File: src/ssdsu_params.svh
// Constants for the packed byte/halfword subtract and SAD unit
`ifndef SSDSU_PARAMS_SVH
`define SSDSU_PARAMS_SVH
`define SSDSU_XLEN 32
`define SSDSU_REG_IDX_W 4
`define SSDSU_SP_IDX 4'hD
`define SSDSU_PC_IDX 4'hF
`define SSDSU_GE_W 4
`define SSDSU_GE_RST 4'h0
`define SSDSU_WORD_ZERO 32'h0000_0000
`define SSDSU_HALF_LO 15:0
`define SSDSU_HALF_HI 31:16
`endif

File: src/ssdsu_pkg.sv
// Types for the packed byte/halfword subtract and SAD unit
`include "ssdsu_params.svh"
package ssdsu_pkg;
   typedef enum logic [2:0] {
      SSDSU_OP_NONE = 3'h0,
      SSDSU_OP_SAD = 3'h1,
      SSDSU_OP_SADA = 3'h2,
      SSDSU_OP_SUB16 = 3'h3,
      SSDSU_OP_SUB8 = 3'h4,
      SSDSU_OP_SEL = 3'h5
   } ssdsu_op_t;

   typedef struct packed {
      logic valid;
      ssdsu_op_t op;
      logic condition_true;
      logic dest_given;
      logic [`SSDSU_REG_IDX_W-1:0] dest_reg;
      logic [`SSDSU_REG_IDX_W-1:0] first_src_reg;
      logic [`SSDSU_XLEN-1:0] first_val;
      logic [`SSDSU_XLEN-1:0] second_val;
      logic [`SSDSU_XLEN-1:0] accum_val;
   } ssdsu_issue_t;

   typedef struct packed {
      logic wr_en;
      logic [`SSDSU_REG_IDX_W-1:0] wr_reg;
      logic [`SSDSU_XLEN-1:0] wr_data;
   } ssdsu_wb_t;
endpackage

File: src/ssdsu_lanes.sv
// Combinational lane arithmetic: byte and halfword subtracts, SAD sum
`include "ssdsu_params.svh"
module ssdsu_lanes
   import ssdsu_pkg::*;
(
   input wire logic [`SSDSU_XLEN-1:0] a_val,
   input wire logic [`SSDSU_XLEN-1:0] b_val,
   output logic [`SSDSU_XLEN-1:0] sub8_res,
   output logic [`SSDSU_GE_W-1:0] sub8_ge,
   output logic [`SSDSU_XLEN-1:0] sub16_res,
   output logic [`SSDSU_GE_W-1:0] sub16_ge,
   output logic [`SSDSU_XLEN-1:0] sad_sum
);
   // Nine-bit difference, top bit is the borrow
   function automatic logic [8:0] byte_diff(input logic [7:0] x,
                                            input logic [7:0] y);
      byte_diff = {1'b0, x} - {1'b0, y};
   endfunction

   function automatic logic [7:0] byte_absdiff(input logic [7:0] x,
                                               input logic [7:0] y);
      byte_absdiff = (x >= y) ? x - y : y - x;
   endfunction

   wire [16:0] hd_lo = {1'b0, a_val[`SSDSU_HALF_LO]} -
                       {1'b0, b_val[`SSDSU_HALF_LO]};
   wire [16:0] hd_hi = {1'b0, a_val[`SSDSU_HALF_HI]} -
                       {1'b0, b_val[`SSDSU_HALF_HI]};
   wire [8:0] bd0 = byte_diff(a_val[7:0], b_val[7:0]);
   wire [8:0] bd1 = byte_diff(a_val[15:8], b_val[15:8]);
   wire [8:0] bd2 = byte_diff(a_val[23:16], b_val[23:16]);
   wire [8:0] bd3 = byte_diff(a_val[31:24], b_val[31:24]);
   wire [9:0] ad_sum = {2'h0, byte_absdiff(a_val[7:0], b_val[7:0])} +
                       {2'h0, byte_absdiff(a_val[15:8], b_val[15:8])} +
                       {2'h0, byte_absdiff(a_val[23:16], b_val[23:16])} +
                       {2'h0, byte_absdiff(a_val[31:24], b_val[31:24])};

   assign sub16_res = {hd_hi[15:0], hd_lo[15:0]};
   assign sub16_ge = {{2{~hd_hi[16]}}, {2{~hd_lo[16]}}};
   assign sub8_res = {bd3[7:0], bd2[7:0], bd1[7:0], bd0[7:0]};
   assign sub8_ge = {~bd3[8], ~bd2[8], ~bd1[8], ~bd0[8]};
   assign sad_sum = {22'h000000, ad_sum};
endmodule

File: src/ssdsu_top.sv
// Packed SAD and unsigned lane subtract execution unit
`include "ssdsu_params.svh"
module ssdsu_top
   import ssdsu_pkg::*;
(
   input wire logic core_clk,
   input wire logic arst_n,
   input wire ssdsu_issue_t issue,
   output ssdsu_wb_t wb,
   output logic [`SSDSU_GE_W-1:0] lane_ge_flags,
   output logic bad_reg_use
);
   // ************************************************************
   // Reset release
   // ************************************************************
   logic rst_s1_ff;
   logic rst_s2_ff;
   always_ff @(posedge core_clk or negedge arst_n) begin
      if (!arst_n) begin
         rst_s1_ff <= 1'b0;
         rst_s2_ff <= 1'b0;
      end else begin
         rst_s1_ff <= 1'b1;
         rst_s2_ff <= rst_s1_ff;
      end
   end
   wire rst_n = rst_s2_ff;

   // ************************************************************
   // Lane arithmetic
   // ************************************************************
   logic [`SSDSU_XLEN-1:0] sub8_res;
   logic [`SSDSU_GE_W-1:0] sub8_ge;
   logic [`SSDSU_XLEN-1:0] sub16_res;
   logic [`SSDSU_GE_W-1:0] sub16_ge;
   logic [`SSDSU_XLEN-1:0] sad_sum;

   ssdsu_lanes u_lanes (
      .a_val(issue.first_val),
      .b_val(issue.second_val),
      .sub8_res(sub8_res),
      .sub8_ge(sub8_ge),
      .sub16_res(sub16_res),
      .sub16_ge(sub16_ge),
      .sad_sum(sad_sum)
   );

   // ************************************************************
   // Operation decode and selection
   // ************************************************************
   logic [`SSDSU_GE_W-1:0] lane_ge_flags_ff;
   logic [`SSDSU_XLEN-1:0] sel_res;
   logic [`SSDSU_XLEN-1:0] sada_sum;
   logic [`SSDSU_XLEN-1:0] nxt_data;
   logic known_op;
   logic sets_ge;

   function automatic logic is_bad_reg(input logic [3:0] r);
      is_bad_reg = (r == `SSDSU_SP_IDX) || (r == `SSDSU_PC_IDX);
   endfunction

   genvar gi;
   generate
      for (gi = 0; gi < 4; gi++) begin : g_sel
         assign sel_res[gi*8 +: 8] = lane_ge_flags_ff[gi] ?
            issue.first_val[gi*8 +: 8] :
            issue.second_val[gi*8 +: 8];
      end
   endgenerate

   // Modulo 2^32, carry discarded
   assign sada_sum = sad_sum + issue.accum_val;

   always_comb begin
      known_op = 1'b1;
      sets_ge = 1'b0;
      nxt_data = `SSDSU_WORD_ZERO;
      case (issue.op)
         SSDSU_OP_SAD: nxt_data = sad_sum;
         SSDSU_OP_SADA: nxt_data = sada_sum;
         SSDSU_OP_SUB16: begin
            nxt_data = sub16_res;
            sets_ge = 1'b1;
         end
         SSDSU_OP_SUB8: begin
            nxt_data = sub8_res;
            sets_ge = 1'b1;
         end
         SSDSU_OP_SEL: nxt_data = sel_res;
         default: known_op = 1'b0;
      endcase
   end

   wire fire = issue.valid && known_op && issue.condition_true;
   // Accumulating form always names its destination
   wire use_dest = issue.dest_given || (issue.op == SSDSU_OP_SADA);
   wire [`SSDSU_REG_IDX_W-1:0] nxt_reg = use_dest ?
      issue.dest_reg : issue.first_src_reg;
   wire [`SSDSU_GE_W-1:0] nxt_ge =
      (issue.op == SSDSU_OP_SUB16) ? sub16_ge : sub8_ge;
   wire nxt_bad = issue.valid && known_op &&
      (is_bad_reg(nxt_reg) || is_bad_reg(issue.first_src_reg));

   // ************************************************************
   // Writeback and flag registers
   // ************************************************************
   ssdsu_wb_t wb_ff;
   logic bad_ff;

   always_ff @(posedge core_clk or negedge rst_n) begin
      if (!rst_n) begin
         wb_ff <= '0;
         lane_ge_flags_ff <= `SSDSU_GE_RST;
         bad_ff <= 1'b0;
      end else begin
         wb_ff.wr_en <= fire;
         if (fire) begin
            wb_ff.wr_reg <= nxt_reg;
            wb_ff.wr_data <= nxt_data;
         end
         if (fire && sets_ge) begin
            lane_ge_flags_ff <= nxt_ge;
         end
         bad_ff <= nxt_bad;
      end
   end

   assign wb = wb_ff;
   assign lane_ge_flags = lane_ge_flags_ff;
   assign bad_reg_use = bad_ff;
endmodule

File: config.mk
export PLATFORM = sky130hd
export DESIGN_NAME = ssdsu_top
export DESIGN_NICKNAME = d
export VERILOG_FILES = /design/src/ssdsu_pkg.sv /design/src/ssdsu_lanes.sv /design/src/ssdsu_top.sv
export VERILOG_INCLUDE_DIRS = /design/src
export SDC_FILE = /design/constraint.sdc
export NUM_CORES = 1
export LEC_CHECK = 0
export ABC_AREA = 1
export BUFFER_PORTS_ARGS = -buffer_cell sky130_fd_sc_hd__buf_2
export CORE_UTILIZATION = 45
export CTS_BUF_LIST = sky130_fd_sc_hd__clkbuf_4 sky130_fd_sc_hd__clkbuf_8
export DETAILED_ROUTE_END_ITERATION = 8
export PLACE_DENSITY = 0.66
export SYNTH_ARGS = -nofsm -noshare
export SYNTH_HDL_FRONTEND = slang
export SYNTH_SLANG_ARGS = --single-unit
File: constraint.sdc
create_clock -name core_clk -period 2.4 [get_ports core_clk]
set_clock_uncertainty 0.2 [all_clocks]
set_input_delay 0.6 -clock core_clk [delete_from_list [all_inputs] [get_ports core_clk]]
set_output_delay 0.6 -clock core_clk [all_outputs]
set_load 0.01 [all_outputs]
# Word-level counts from Yosys, hierarchy flattened
# Cells that the tools add are included.
classes:
  addsub: 18
  n_lt_le_gt_ge: 4
  n_eq_ne: 9
  n_mux: 13
  bitwise_logic: 6
  reduce_logical: 10
ops:
  columns: ["cell", "count"]
  rows:
  - ["32-bit one-hot mux with 5 select lines", 1]
  - ["8-bit two-way mux", 8]
  - ["8-bit subtractor", 8]
  - ["8-bit by 8-bit subtractor with 9-bit output", 4]
  - ["16-bit by 16-bit subtractor with 17-bit output", 2]
  - ["10-bit by 32-bit adder with 32-bit output", 1]
  - ["8-bit >= comparator", 4]
  - ["10-bit by 8-bit adder with 10-bit output", 2]
  - ["4-bit equality test, second input constant", 4]
  - ["8-bit by 8-bit adder with 9-bit output", 1]
  - ["4-bit two-way mux", 2]
  - ["3-bit by 2-bit equality test with 1-bit output, second input constant", 2]
  - ["3-bit equality test, second input constant", 2]
  - ["1-bit inverter", 6]
  - ["5-bit OR reduction", 1]
  - ["1-bit logical AND", 4]
  - ["1-bit logical OR", 4]
  - ["3-bit by 1-bit equality test with 1-bit output, second input constant", 1]
  - ["1-bit two-way mux", 2]
  - ["2-bit OR reduction", 1]
totals:
  ff_bits: 44
  input_bits: 112
  out_inout_bits: 42
  word_cells: 67

# Logic depth before layout (Yosys ltp)
# Gate-level depths: netlist of the first run.
logic_depth:
  word_depth: 7
  ltp_mapped: 42

# By module
# From an unflattened synthesis of the first run, not the netlist that was laid out.
unflattened:
  hier_cells: 1891
  hier_area_um2: 10797.9
by_module_without_submodules:
  columns: ["mod", "n_inst", "cells_per_inst", "area_per_inst_um2", "seq_area_each_um2"]
  rows:
  - ["ssdsu_top", 1, 969, 5545.3, 1101.1]
  - ["ssdsu_lanes", 1, 922, 5252.5, 0.0]

# Worst setup path before layout of the first run
# OpenSTA, ideal clock, no wires.
synth_path:
  path_kind: "in2reg"
  start: "in issue[72] in the netlist's numbering"
  end: "reg wb_ff, in the netlist wb[31]"
  setup_ps: 115
  arrival_ps: 5737
  required_time_ps: 2085
  slack_ps: -3653
  path_stages: 33
  n_path_buf: 0
  cell_sequence: "inv_1 -> ha_1 -> inv_1 -> fa_1 -> nand3_1 -> nand3_1 -> nand2_1 -> nand4_2 -> o21ai_0 -> inv_1 -> fa_1 -> o21ai_0 -> a21oi_1 -> o21bai_1 -> xnor2_1 -> fa_1 -> inv_1 -> ha_1 -> a21oi_1 -> nor3_1 -> a211oi_1 -> nand2_1 -> ha_1 -> nand2_1 -> inv_1 -> a21boi_0 -> inv_1 -> nand2_1 -> nand2_2 -> a21oi_1 -> nor2_1 -> nor2_1 -> nor2_1"
synth_via:
  elab_chain_cells: 7
  elab_cells_between_ends: 9
  classes_between: "add/sub: 6; order compare: 1; mux: 2"
synth_lines:
  columns: ["element", "line_no", "source"]
  rows:
  - ["start: declaration", "ssdsu_top.sv:8", "input wire ssdsu_issue_t issue,"]
  - ["8-bit subtractor / 8-bit >= comparator (equally long branches)", "ssdsu_lanes.sv:22", "byte_absdiff = (x >= y) ? x - y : y - x;"]
  - ["8-bit two-way mux (*)", "ssdsu_lanes.sv:22", null]
  - ["8-bit by 8-bit adder with 9-bit output (*)", "ssdsu_lanes.sv:33", "wire [9:0] ad_sum = {2'h0, byte_absdiff(a_val[7:0], b_val[7:0])} +"]
  - ["10-bit by 8-bit adder with 10-bit output (*)", "ssdsu_lanes.sv:34", "{2'h0, byte_absdiff(a_val[15:8], b_val[15:8])} +"]
  - ["10-bit by 8-bit adder with 10-bit output (*)", "ssdsu_lanes.sv:35", "{2'h0, byte_absdiff(a_val[23:16], b_val[23:16])} +"]
  - ["10-bit by 32-bit adder with 32-bit output (*)", "ssdsu_top.sv:72", "assign sada_sum = sad_sum + issue.accum_val;"]
  - ["32-bit one-hot mux with 5 select lines (*)", "ssdsu_top.sv:78", "case (issue.op)"]
  - ["end: declaration", "ssdsu_top.sv:107", "ssdsu_wb_t wb_ff;"]
# Mark *: on every way between the ends. The rest lies on a longest branch, timed or not.
# A chain may end at the register's enable or synchronous reset.

# Worst setup path in the final report of the first run
layout_path:
  start: "in issue[72] in the netlist's numbering"
  end: "reg wb_ff, in the netlist wb[16]"
# Same word-level chain as after synthesis.

==> impl_metrics.py, run 1 <==
metrics = {
    "sta": {
        "worstMarginPinSlew_ns": 1.03,
        "min_period_over_period_pct": 237,
        "hold_violations": 0,
        "timing.final.ws_setup_ns": -3.29,
        "final_max_slew_viol_count": 0,
        "rsz0062_at_grt": "true",
        "clock.fmax_mhz": 176,
        "fin_tns_setup_ns": -96.39,
        "setup_viol": 32,
        "worst_slew_margin_rel_pct": 31.2,
        "period_needed_ns": 5.69,
    },
    "min_path": {
        "holdCritStartpoint": "rst_s1_ff$_DFF_PN0_",
        "hold_end": "rst_n$_DFF_PN0_",
        "whs_path_depth": 0,
        "min_path_type": "register to register",
    },
    "placement": {
        "port_buffers": 153,
        "dp_hpwl_um": 30300,
        "gp_congestion": 0.982,
    },
    "routing": {
        "vias": 12127,
        "detail-route-antenna-nets": 0,
        "post_drt_wl_per_cell_um": 15.9,
        "drt-met1-wl_um": 16400,
        "routed_wl_um": 37500,
        "wl_met2_um": 18000,
        "drc_errors": 0,
        "top_layer": "met4",
        "first_iter_violations": 678,
        "wl_met3_um": 2150,
        "viasPerCell": 5.14,
        "first_pass_iters": 5,
    },
    "clocking": {
        "numCtsBuffers": 5,
        "path_clk_slew_ns": 0.09,
        "cts_root_buffer": "clkbuf_8",
        "cts_buffer_depth": 2,
        "clock_sinks": 44,
        "htreeDepth": 2,
        "clk_latency_ns": 0.33,
        "cts_tree": "built",
    },
    "yosys": {
        "syn_nets": 1806,
        "synth-main-ff-cell": "dfrtp_1",
        "netlist_area_um2": 9200,
        "synth_cell_types": 50,
        "yosys.area.top_type": "nand2_1",
        "syn_inst": 1585,
        "ys_ff_latch": 44,
        "ys_seq_area_share_pct": 12.0,
        "synthTopCellsByArea": "nand2_1 18%, inv_1 13%, ha_1 12%",
        "ys_warn_count": 0,
        "synth-edff-count": 0,
        "syn_avg_cell_area_um2": 5.80,
        "synthArstFlopShare_pct": 100,
        "synth_top_cell_area_share_pct": 18.0,
    },
    "setup_path": {
        "cp.required_ns": 2.42,
        "worstRegToRegCells": 7,
        "cp_slowest_stage_delay_ns": 0.46,
        "r2r_slack_ns": 0.39,
        "slowest_stage": "fa_1",
        "r2r_end": "wb[29]$_DFFE_PN0P_",
        "worstSetupPathType": "input pin to register",
        "r2r_start": "lane_ge_flags[3]$_DFFE_PN0P_",
        "cp.arrival_ns": 5.72,
        "cp_max_fo": 6,
        "endpoint_kind": "register",
        "cp-start-kind": "input pin",
    },
    "floorplanning": {
        "start_util_pct": 46.7,
        "ioPinCount": 154,
        "dieArea_um2": 21000,
        "fp.dieH_um": 145,
        "row_count": 51,
        "fp.dieW_um": 145,
        "fp.coreArea_um2": 19700,
    },
    "pwr": {
        "power_mw": 25.7,
        "peakVddDrop_mv": 2.22,
        "power_density_nw_per_um2": 1740,
        "power_leakage_nw": 8.12,
    },
    "final_layout": {
        "drive_gt1_share_pct": 40.5,
        "area_growth_pct": 60.8,
        "postLayoutCoreUtil_pct": 75.0,
        "layout.nets": 2313,
        "layout_common_cells": "375 x nand2_1, 359 x buf_4, 267 x inv_1",
        "final_common_cell": "nand2_1",
    },
    "run_status": {
        "failed_checks": "setup timing",
        "status": "complete, but fails checks",
    },
    "global_routing": {
        "grt_overflow_total": 0,
        "grt_pass1_wl_um": 57900,
        "grt_usage_pct": 34.3,
        "antenna_found_initial": 1,
        "grt_max_degree": 43,
        "grt_pass1_vias": 11501,
    },
    "job": {
        "maxCapViolCount": 0,
    },
}
-- routing by layer --
layer	vias up	track usage (%)
li1	5988	-
met1	5663	44.7
met4	0	8.03
met3	72	3.84
met5	-	0
met2	404	60.0
-- cell usage after synthesis, drive strengths merged, types with 7 or more instances --
master and instances:
a211oi 13, a21boi 9, a21oi 77, buf 33, clkbuf 9, dfrtp 44, fa 19, ha 90
inv 314, nand2 451, nand3 164, nand3b 7, nand4 26, nor2 131, nor3 15, o211ai 9
o21ai 69, or2 32, xnor2 14, xor2 31
-- timing repair --
item,in CTS,in global routing
hold endpoints to repair,2,0
hold buffers,1,0
pin swaps,96,82
buffers inserted,18,14
setup endpoints to repair,32,36
resized for setup,142,108
-- worst max-delay path: cells and delay by family --
family / cells / cell delay [ns]
adder cells (fa/ha/maj): 6 / 1.89
AND/OR/NAND/NOR: 13 / 1.38
AO/OA/AOI/OAI: 7 / 1.19
XOR/XNOR: 1 / 0.19
buffers and inverters: 6 / 0.44
-- stage by stage --
| stage | instance area (um^2) | hold WS [ns] | instances | worst slack [ns] |
|---|---|---|---|---|
| 5_1_grt | 14800 | 0.179 | 2358 | -3.57 |
| 2_1_floorplan | 9780 | 0.104 | 1585 | -3.09 |
| 4_1_cts | 14200 | 0.175 | 2344 | -3.12 |
| 6_report | 14800 | 0.172 | 2359 | -3.29 |
| 3_5_place_dp | 13400 | 0.144 | 2320 | -3.92 |
| 3_3_place_gp | 13400 | 0.133 | 2320 | -3.83 |
-- worst max-delay path by stage --
stage | startpoint | endpoint | cells past startpoint
2_1_floorplan | issue[34] | wb[31]$_DFFE_PN0P_ | 36
3_3_place_gp | issue[38] | wb[15]$_DFFE_PN0P_ | 34
3_5_place_dp | issue[72] | wb[15]$_DFFE_PN0P_ | 41
4_1_cts | issue[72] | wb[7]$_DFFE_PN0P_ | 39
5_1_grt | issue[72] | wb[21]$_DFFE_PN0P_ | 39
6_report | issue[72] | wb[16]$_DFFE_PN0P_ | 33
-- kinds of logic (layout without fill, tap and decap cells) --
kind of cell	after synthesis	after routing	synth area share, %
multiplexers	1	1	0.109
AND/OR/NAND/NOR	830	830	39.3
adder cells (fa/ha/maj)	109	109	16.4
XOR/XNOR	45	45	4.28
buffers and inverters	356	864	15.5
other	1	2	0.0408
AO/OA/AOI/OAI	199	199	12.4
flip-flops	44	44	12.0
-- power by group --
| part | switching, mW | internal, mW | total, mW |
|---|---|---|---|
| Clock | 0.325 | 0.314 | 0.639 |
| Combinational | 12.8 | 11.0 | 23.8 |
| Sequential | 0.266 | 0.940 | 1.21 |
| Total | 13.4 | 12.3 | 25.7 |
-- state kept, by name (all words and copies together) (netlist names) --
register and cells:
wb 37, lane_ge_flags 4, bad_reg_use 1, rst_n 1, rst_s1_ff 1
-- area by class of cell --
type                       instances  area (um^2)
sequential                        44         1100
clock buffer                       5         68.8
multi-input combinational       1185         8140
tap                              265          332
clock inverter                     3         46.3
inverter                         314         1230
antenna                            1         2.50
fill                            1635         4930
timing repair buffer             542         3860
(Power assumes the default switching activity.)
==> inputs of run 2 (changes only) <==
- BUFFER_PORTS_ARGS: -buffer_cell sky130_fd_sc_hd__buf_2 -> default
- DONT_BUFFER_PORTS: default -> 1
- GPL_ROUTABILITY_DRIVEN: default -> 0
- PLACE_DENSITY: 0.66 -> default
==> impl_metrics.py, run 2 (synthesized netlist as in run 1, its figures left out) <==
metrics = {
    "placement": {
        "port_buffers": 0,
        "dp_hpwl_um": 27900,
        "placed_cells": 2117,
    },
    "floorplanning": {
        "dieArea_um2": 21000,
        "fp.coreArea_um2": 19700,
        "fp.dieW_um": 145,
        "start_util_pct": 46.7,
        "fp.dieH_um": 145,
        "row_count": 51,
        "ioPinCount": 154,
    },
    "setup_path": {
        "cp.arrival_ns": 5.61,
        "cp.required_ns": 2.48,
        "endpoint_kind": "register",
        "slowest_stage": "fa_1",
        "cp_max_fo": 4,
        "cp-start-kind": "input pin",
        "cp_slowest_stage_delay_ns": 0.46,
        "worstSetupPathType": "input pin to register",
    },
    "global_routing": {
        "grt_max_degree": 29,
        "antenna_found_initial": 0,
        "grt_pass1_wl_um": 54000,
        "grt_usage_pct": 32.0,
        "grt_pass1_vias": 10753,
        "grt_overflow_total": 0,
    },
    "final_layout": {
        "final_common_cell": "nand2_1",
        "largest_reg_flops": 37,
        "fin_cells": 2154,
        "drive_gt1_share_pct": 33.9,
        "layout_common_cells": "380 x nand2_1, 312 x buf_4, 262 x inv_1",
        "antenna_cells": 0,
        "area_growth_pct": 47.1,
        "filler_cell_count": 1722,
        "layout.nets": 2109,
    },
    "clocking": {
        "clk_latency_ns": 0.33,
        "cts_buffer_depth": 2,
        "path_clk_slew_ns": 0.10,
        "htreeDepth": 2,
        "cts_root_buffer": "clkbuf_8",
        "numCtsBuffers": 5,
        "cts_tree": "built",
        "clock_sinks": 44,
    },
    "routing": {
        "first_pass_iters": 5,
        "first_iter_violations": 703,
        "routed_wl_um": 34600,
        "viasPerCell": 5.16,
        "drc_errors": 0,
        "post_drt_wl_per_cell_um": 16.1,
        "detail-route-antenna-nets": 0,
        "vias": 11122,
    },
    "sta": {
        "timing.final.ws_setup_ns": -3.13,
        "period_needed_ns": 5.53,
        "hold_violations": 4,
        "worstMarginPinSlew_ns": 0.696,
        "final_max_slew_viol_count": 0,
        "min_period_over_period_pct": 230,
        "rsz0062_at_grt": "true",
        "clock.fmax_mhz": 181,
        "setup_viol": 31,
        "whs_ns": -0.00647,
        "worst_slew_margin_rel_pct": 53.6,
    },
    "run_status": {
        "failed_checks": "hold timing, setup timing",
        "status": "complete, but fails checks",
    },
    "min_path": {
        "min_path_type": "register to asynchronous set/reset pin",
    },
    "job": {
        "maxCapViolCount": 0,
    },
}
[run 2: cell types whose count changed in the layout (fill, tap and decap cells not counted), moves of 3 or more]
| cell | previous run | this run |
|---|---|---|
| a21oi_4 | 3 | 6 |
| buf_6 | 25 | 20 |
| inv_1 | 267 | 262 |
| nand3_4 | 12 | 7 |
| a21oi_1 | 58 | 52 |
| buf_2 | 150 | 0 |
| o21ai_2 | 7 | 10 |
| nand2_1 | 375 | 380 |
| nand2_2 | 52 | 47 |
| buf_4 | 359 | 312 |
| inv_2 | 36 | 41 |
| nand3_2 | 35 | 32 |
| nand3_1 | 117 | 125 |
| a21oi_2 | 16 | 19 |
[run 2: worst max-delay path: cells and delay by family]
family          cells  cell delay [ns]
xor+xnor            1             0.17
buf+inv            11             0.97
fa+ha+maj           6             1.84
compound gates      4             0.58
simple gates       16             1.43
[run 2: per-stage QoR]
stage	cell area, um^2	setup WS (ns)	TNS, ns	util [%]
floorplan	9780	-3.09	-88.50	-
global placement	12200	-3.54	-105.34	61.9
detailed placement	12200	-3.66	-108.15	61.9
CTS	13000	-2.95	-86.08	65.8
global route	13500	-3.40	-98.16	68.6
finish	13500	-3.13	-90.76	68.6
[run 2: final timing paths]
check | from | endpoint | slack [ns] | depth (start not counted)
worst max-delay path | issue[72] | wb[11]$_DFFE_PN0P_ | -3.13 | 38
worst min-delay path | rst_n$_DFF_PN0_ | wb[5]$_DFFE_PN0P_ | -0.006 | 0
worst max register to register | lane_ge_flags[1]$_DFFE_PN0P_ | wb[9]$_DFFE_PN0P_ | 0.38 | 7
worst min register to register | rst_n$_DFF_PN0_ | wb[5]$_DFFE_PN0P_ | -0.006 | 0
max in group asynchronous | rst_n$_DFF_PN0_ | lane_ge_flags[0]$_DFFE_PN0P_ | 1.27 | 1
min in group core_clk | rst_s1_ff$_DFF_PN0_ | rst_n$_DFF_PN0_ | 0.17 | 0
[run 2: what timing repair did]
action                                  4_1_cts  5_1_grt
hold buffers                                  1        0
endpoints found under the hold margin         2        0
buffers inserted                             20       10
gates resized for setup                     119      116
gates cloned                                  0        1
pin swaps                                    70       73
endpoints found under the setup margin       32       32
[run 2: routing by layer]
layer,global-route usage (%),share of wire [%],vias to the layer above,wire [um]
li1,-,-,5576,-
met1,42.0,43,5085,15000
met2,53.1,46,394,15900
met3,5.44,7.6,67,2640
met4,10.1,3.2,0,1100
met5,0,0,-,0
[run 2: cell type report]
cell class | count | area (um^2) | area share (%)
Clock inverter | 3 | 46.3 | 0.342
Inverter | 314 | 1240 | 9.20
Tap cell | 265 | 332 | 2.45
Multi-Input combinational cell | 1186 | 8080 | 59.7
Clock buffer | 5 | 68.8 | 0.509
Sequential cell | 44 | 1100 | 8.15
Timing Repair Buffer | 337 | 2660 | 19.6
Power of run 2 is left out: the tool's default activity adds up to more than one toggle a clock period on the data nets, which glitch-free logic cannot reach.
==> inputs of run 3 (changes only) <==
- PLACE_DENSITY: default -> 0.63
- REMOVE_ABC_BUFFERS: default -> 1
==> impl_metrics.py, run 3 (synthesized netlist as in run 1, its figures left out) <==
metrics = {
    "setup_path": {
        "worstSetupPathType": "input pin to register",
        "cp_slowest_stage_delay_ns": 0.57,
        "slowest_stage": "fa_1",
        "endpoint_kind": "register",
        "r2r_start": "lane_ge_flags[1]$_DFFE_PN0P_",
        "cp.required_ns": 2.42,
        "cp.arrival_ns": 5.81,
        "critPathLaunch": "issue[72]",
        "cp_max_fo": 5,
        "cp-start-kind": "input pin",
    },
    "clocking": {
        "path_clk_slew_ns": 0.11,
        "numCtsBuffers": 5,
        "cts_buffer_depth": 2,
        "cts_root_buffer": "clkbuf_8",
        "clock_sinks": 44,
        "clk_latency_ns": 0.34,
        "cts_tree": "built",
        "htreeDepth": 2,
    },
    "floorplanning": {
        "row_count": 51,
        "fp.dieH_um": 145,
        "dieArea_um2": 21000,
        "fp.dieW_um": 145,
        "ioPinCount": 154,
        "fp.coreArea_um2": 19700,
        "start_util_pct": 46.7,
    },
    "final_layout": {
        "area_growth_pct": 51.1,
        "antenna_cells": 0,
        "final_common_cell": "nand2_1",
        "register_area_um2": 1100,
        "fin_cells": 2198,
        "layout.nets": 2153,
        "filler_cell_count": 1536,
        "layout_common_cells": "381 x nand2_1, 364 x buf_4, 273 x inv_1",
        "multi_input_area_um2": 8180,
        "drive_gt1_share_pct": 35.3,
        "largest_reg_flops": 37,
    },
    "sta": {
        "worst_slew_margin_rel_pct": 57.0,
        "worstMarginPinSlew_ns": 0.639,
        "timing.final.ws_setup_ns": -3.39,
        "period_needed_ns": 5.79,
        "hold_violations": 0,
        "setup_viol": 32,
        "rsz0062_at_grt": "true",
        "final_max_slew_viol_count": 0,
        "min_period_over_period_pct": 241,
        "clock.fmax_mhz": 173,
    },
    "run_status": {
        "status": "complete, but fails checks",
        "failed_checks": "setup timing",
    },
    "placement": {
        "port_buffers": 0,
        "placed_cells": 2139,
        "dp_hpwl_um": 28000,
    },
    "routing": {
        "viasPerCell": 5.51,
        "first_iter_violations": 1185,
        "vias": 12113,
        "post_drt_wl_per_cell_um": 18.0,
        "first_pass_iters": 7,
        "drc_errors": 0,
        "routed_wl_um": 39500,
        "detail-route-antenna-nets": 0,
    },
    "global_routing": {
        "grt_pass1_wl_um": 57200,
        "grt_overflow_total": 0,
        "antenna_found_initial": 0,
        "grt_pass1_vias": 11276,
        "grt_usage_pct": 34.0,
        "grt_max_degree": 43,
    },
    "job": {
        "maxCapViolCount": 0,
    },
    "min_path": {
        "min_path_type": "register to asynchronous set/reset pin",
    },
}
==> run 3: final timing paths <==
path	to	slack, ns	cells past startpoint
setup / recovery	wb[25]$_DFFE_PN0P_	-3.39	39
hold / removal	wb[27]$_DFFE_PN0P_	0.15	1
setup reg to reg	wb[15]$_DFFE_PN0P_	0.49	10
hold reg to reg	wb[27]$_DFFE_PN0P_	0.15	1
max in group asynchronous	wb[7]$_DFFE_PN0P_	1.44	1
min in group core_clk	rst_n$_DFF_PN0_	0.16	0
==> run 3: cell type report <==
cell class                 count  share of cell area, %
multi-input combinational   1185                   58.9
clock inverter                 3                  0.342
clock buffer                   5                  0.495
sequential                    44                   7.93
timing repair buffer         382                   21.1
inverter                     314                   8.86
tap                          265                   2.39
==> run 3: what timing repair did <==
action                                  CTS  global route
gates resized for setup                 236           134
setup buffers                            31            22
gates cloned                              1             0
hold buffers                              1             0
pin swaps                               132           105
endpoints found under the setup margin   32            36
endpoints found under the hold margin     2             0
==> run 3: per-layer routing <==
metal / track usage (%) / vias to the layer above / share of wire (%)
met3: 6.51 / 209 / 10
met4: 13.5 / 0 / 6.1
met5: 0 / - / 0
met2: 58.1 / 735 / 46
met1: 41.8 / 5505 / 38
li1: - / 5664 / -
==> run 3: critical path, delay by kind of cell <==
family	cells	cell delay [ns]
and+or+nand+nor	17	1.66
xor gates and xnor gates	2	0.32
adders and majority gates	6	1.93
AOI/OAI and AO/OA	6	0.66
buffers and inverters	8	0.61
==> run 3: metrics by stage <==
step | hold WS, ns | area [um^2] | util, % | setup TNS [ns] | setup WS (ns)
after floorplan | 0.104 | 8950 | - | -110.17 | -3.80
after global placement | 0.104 | 11800 | 59.7 | -114.67 | -3.85
after detailed placement | 0.104 | 11800 | 59.7 | -122.10 | -4.15
after CTS | 0.167 | 13200 | 66.9 | -87.50 | -3.00
after global routing | 0.178 | 13900 | 70.5 | -103.50 | -3.61
final | 0.153 | 13900 | 70.5 | -97.40 | -3.39
Power of run 3 is left out for the same reason.
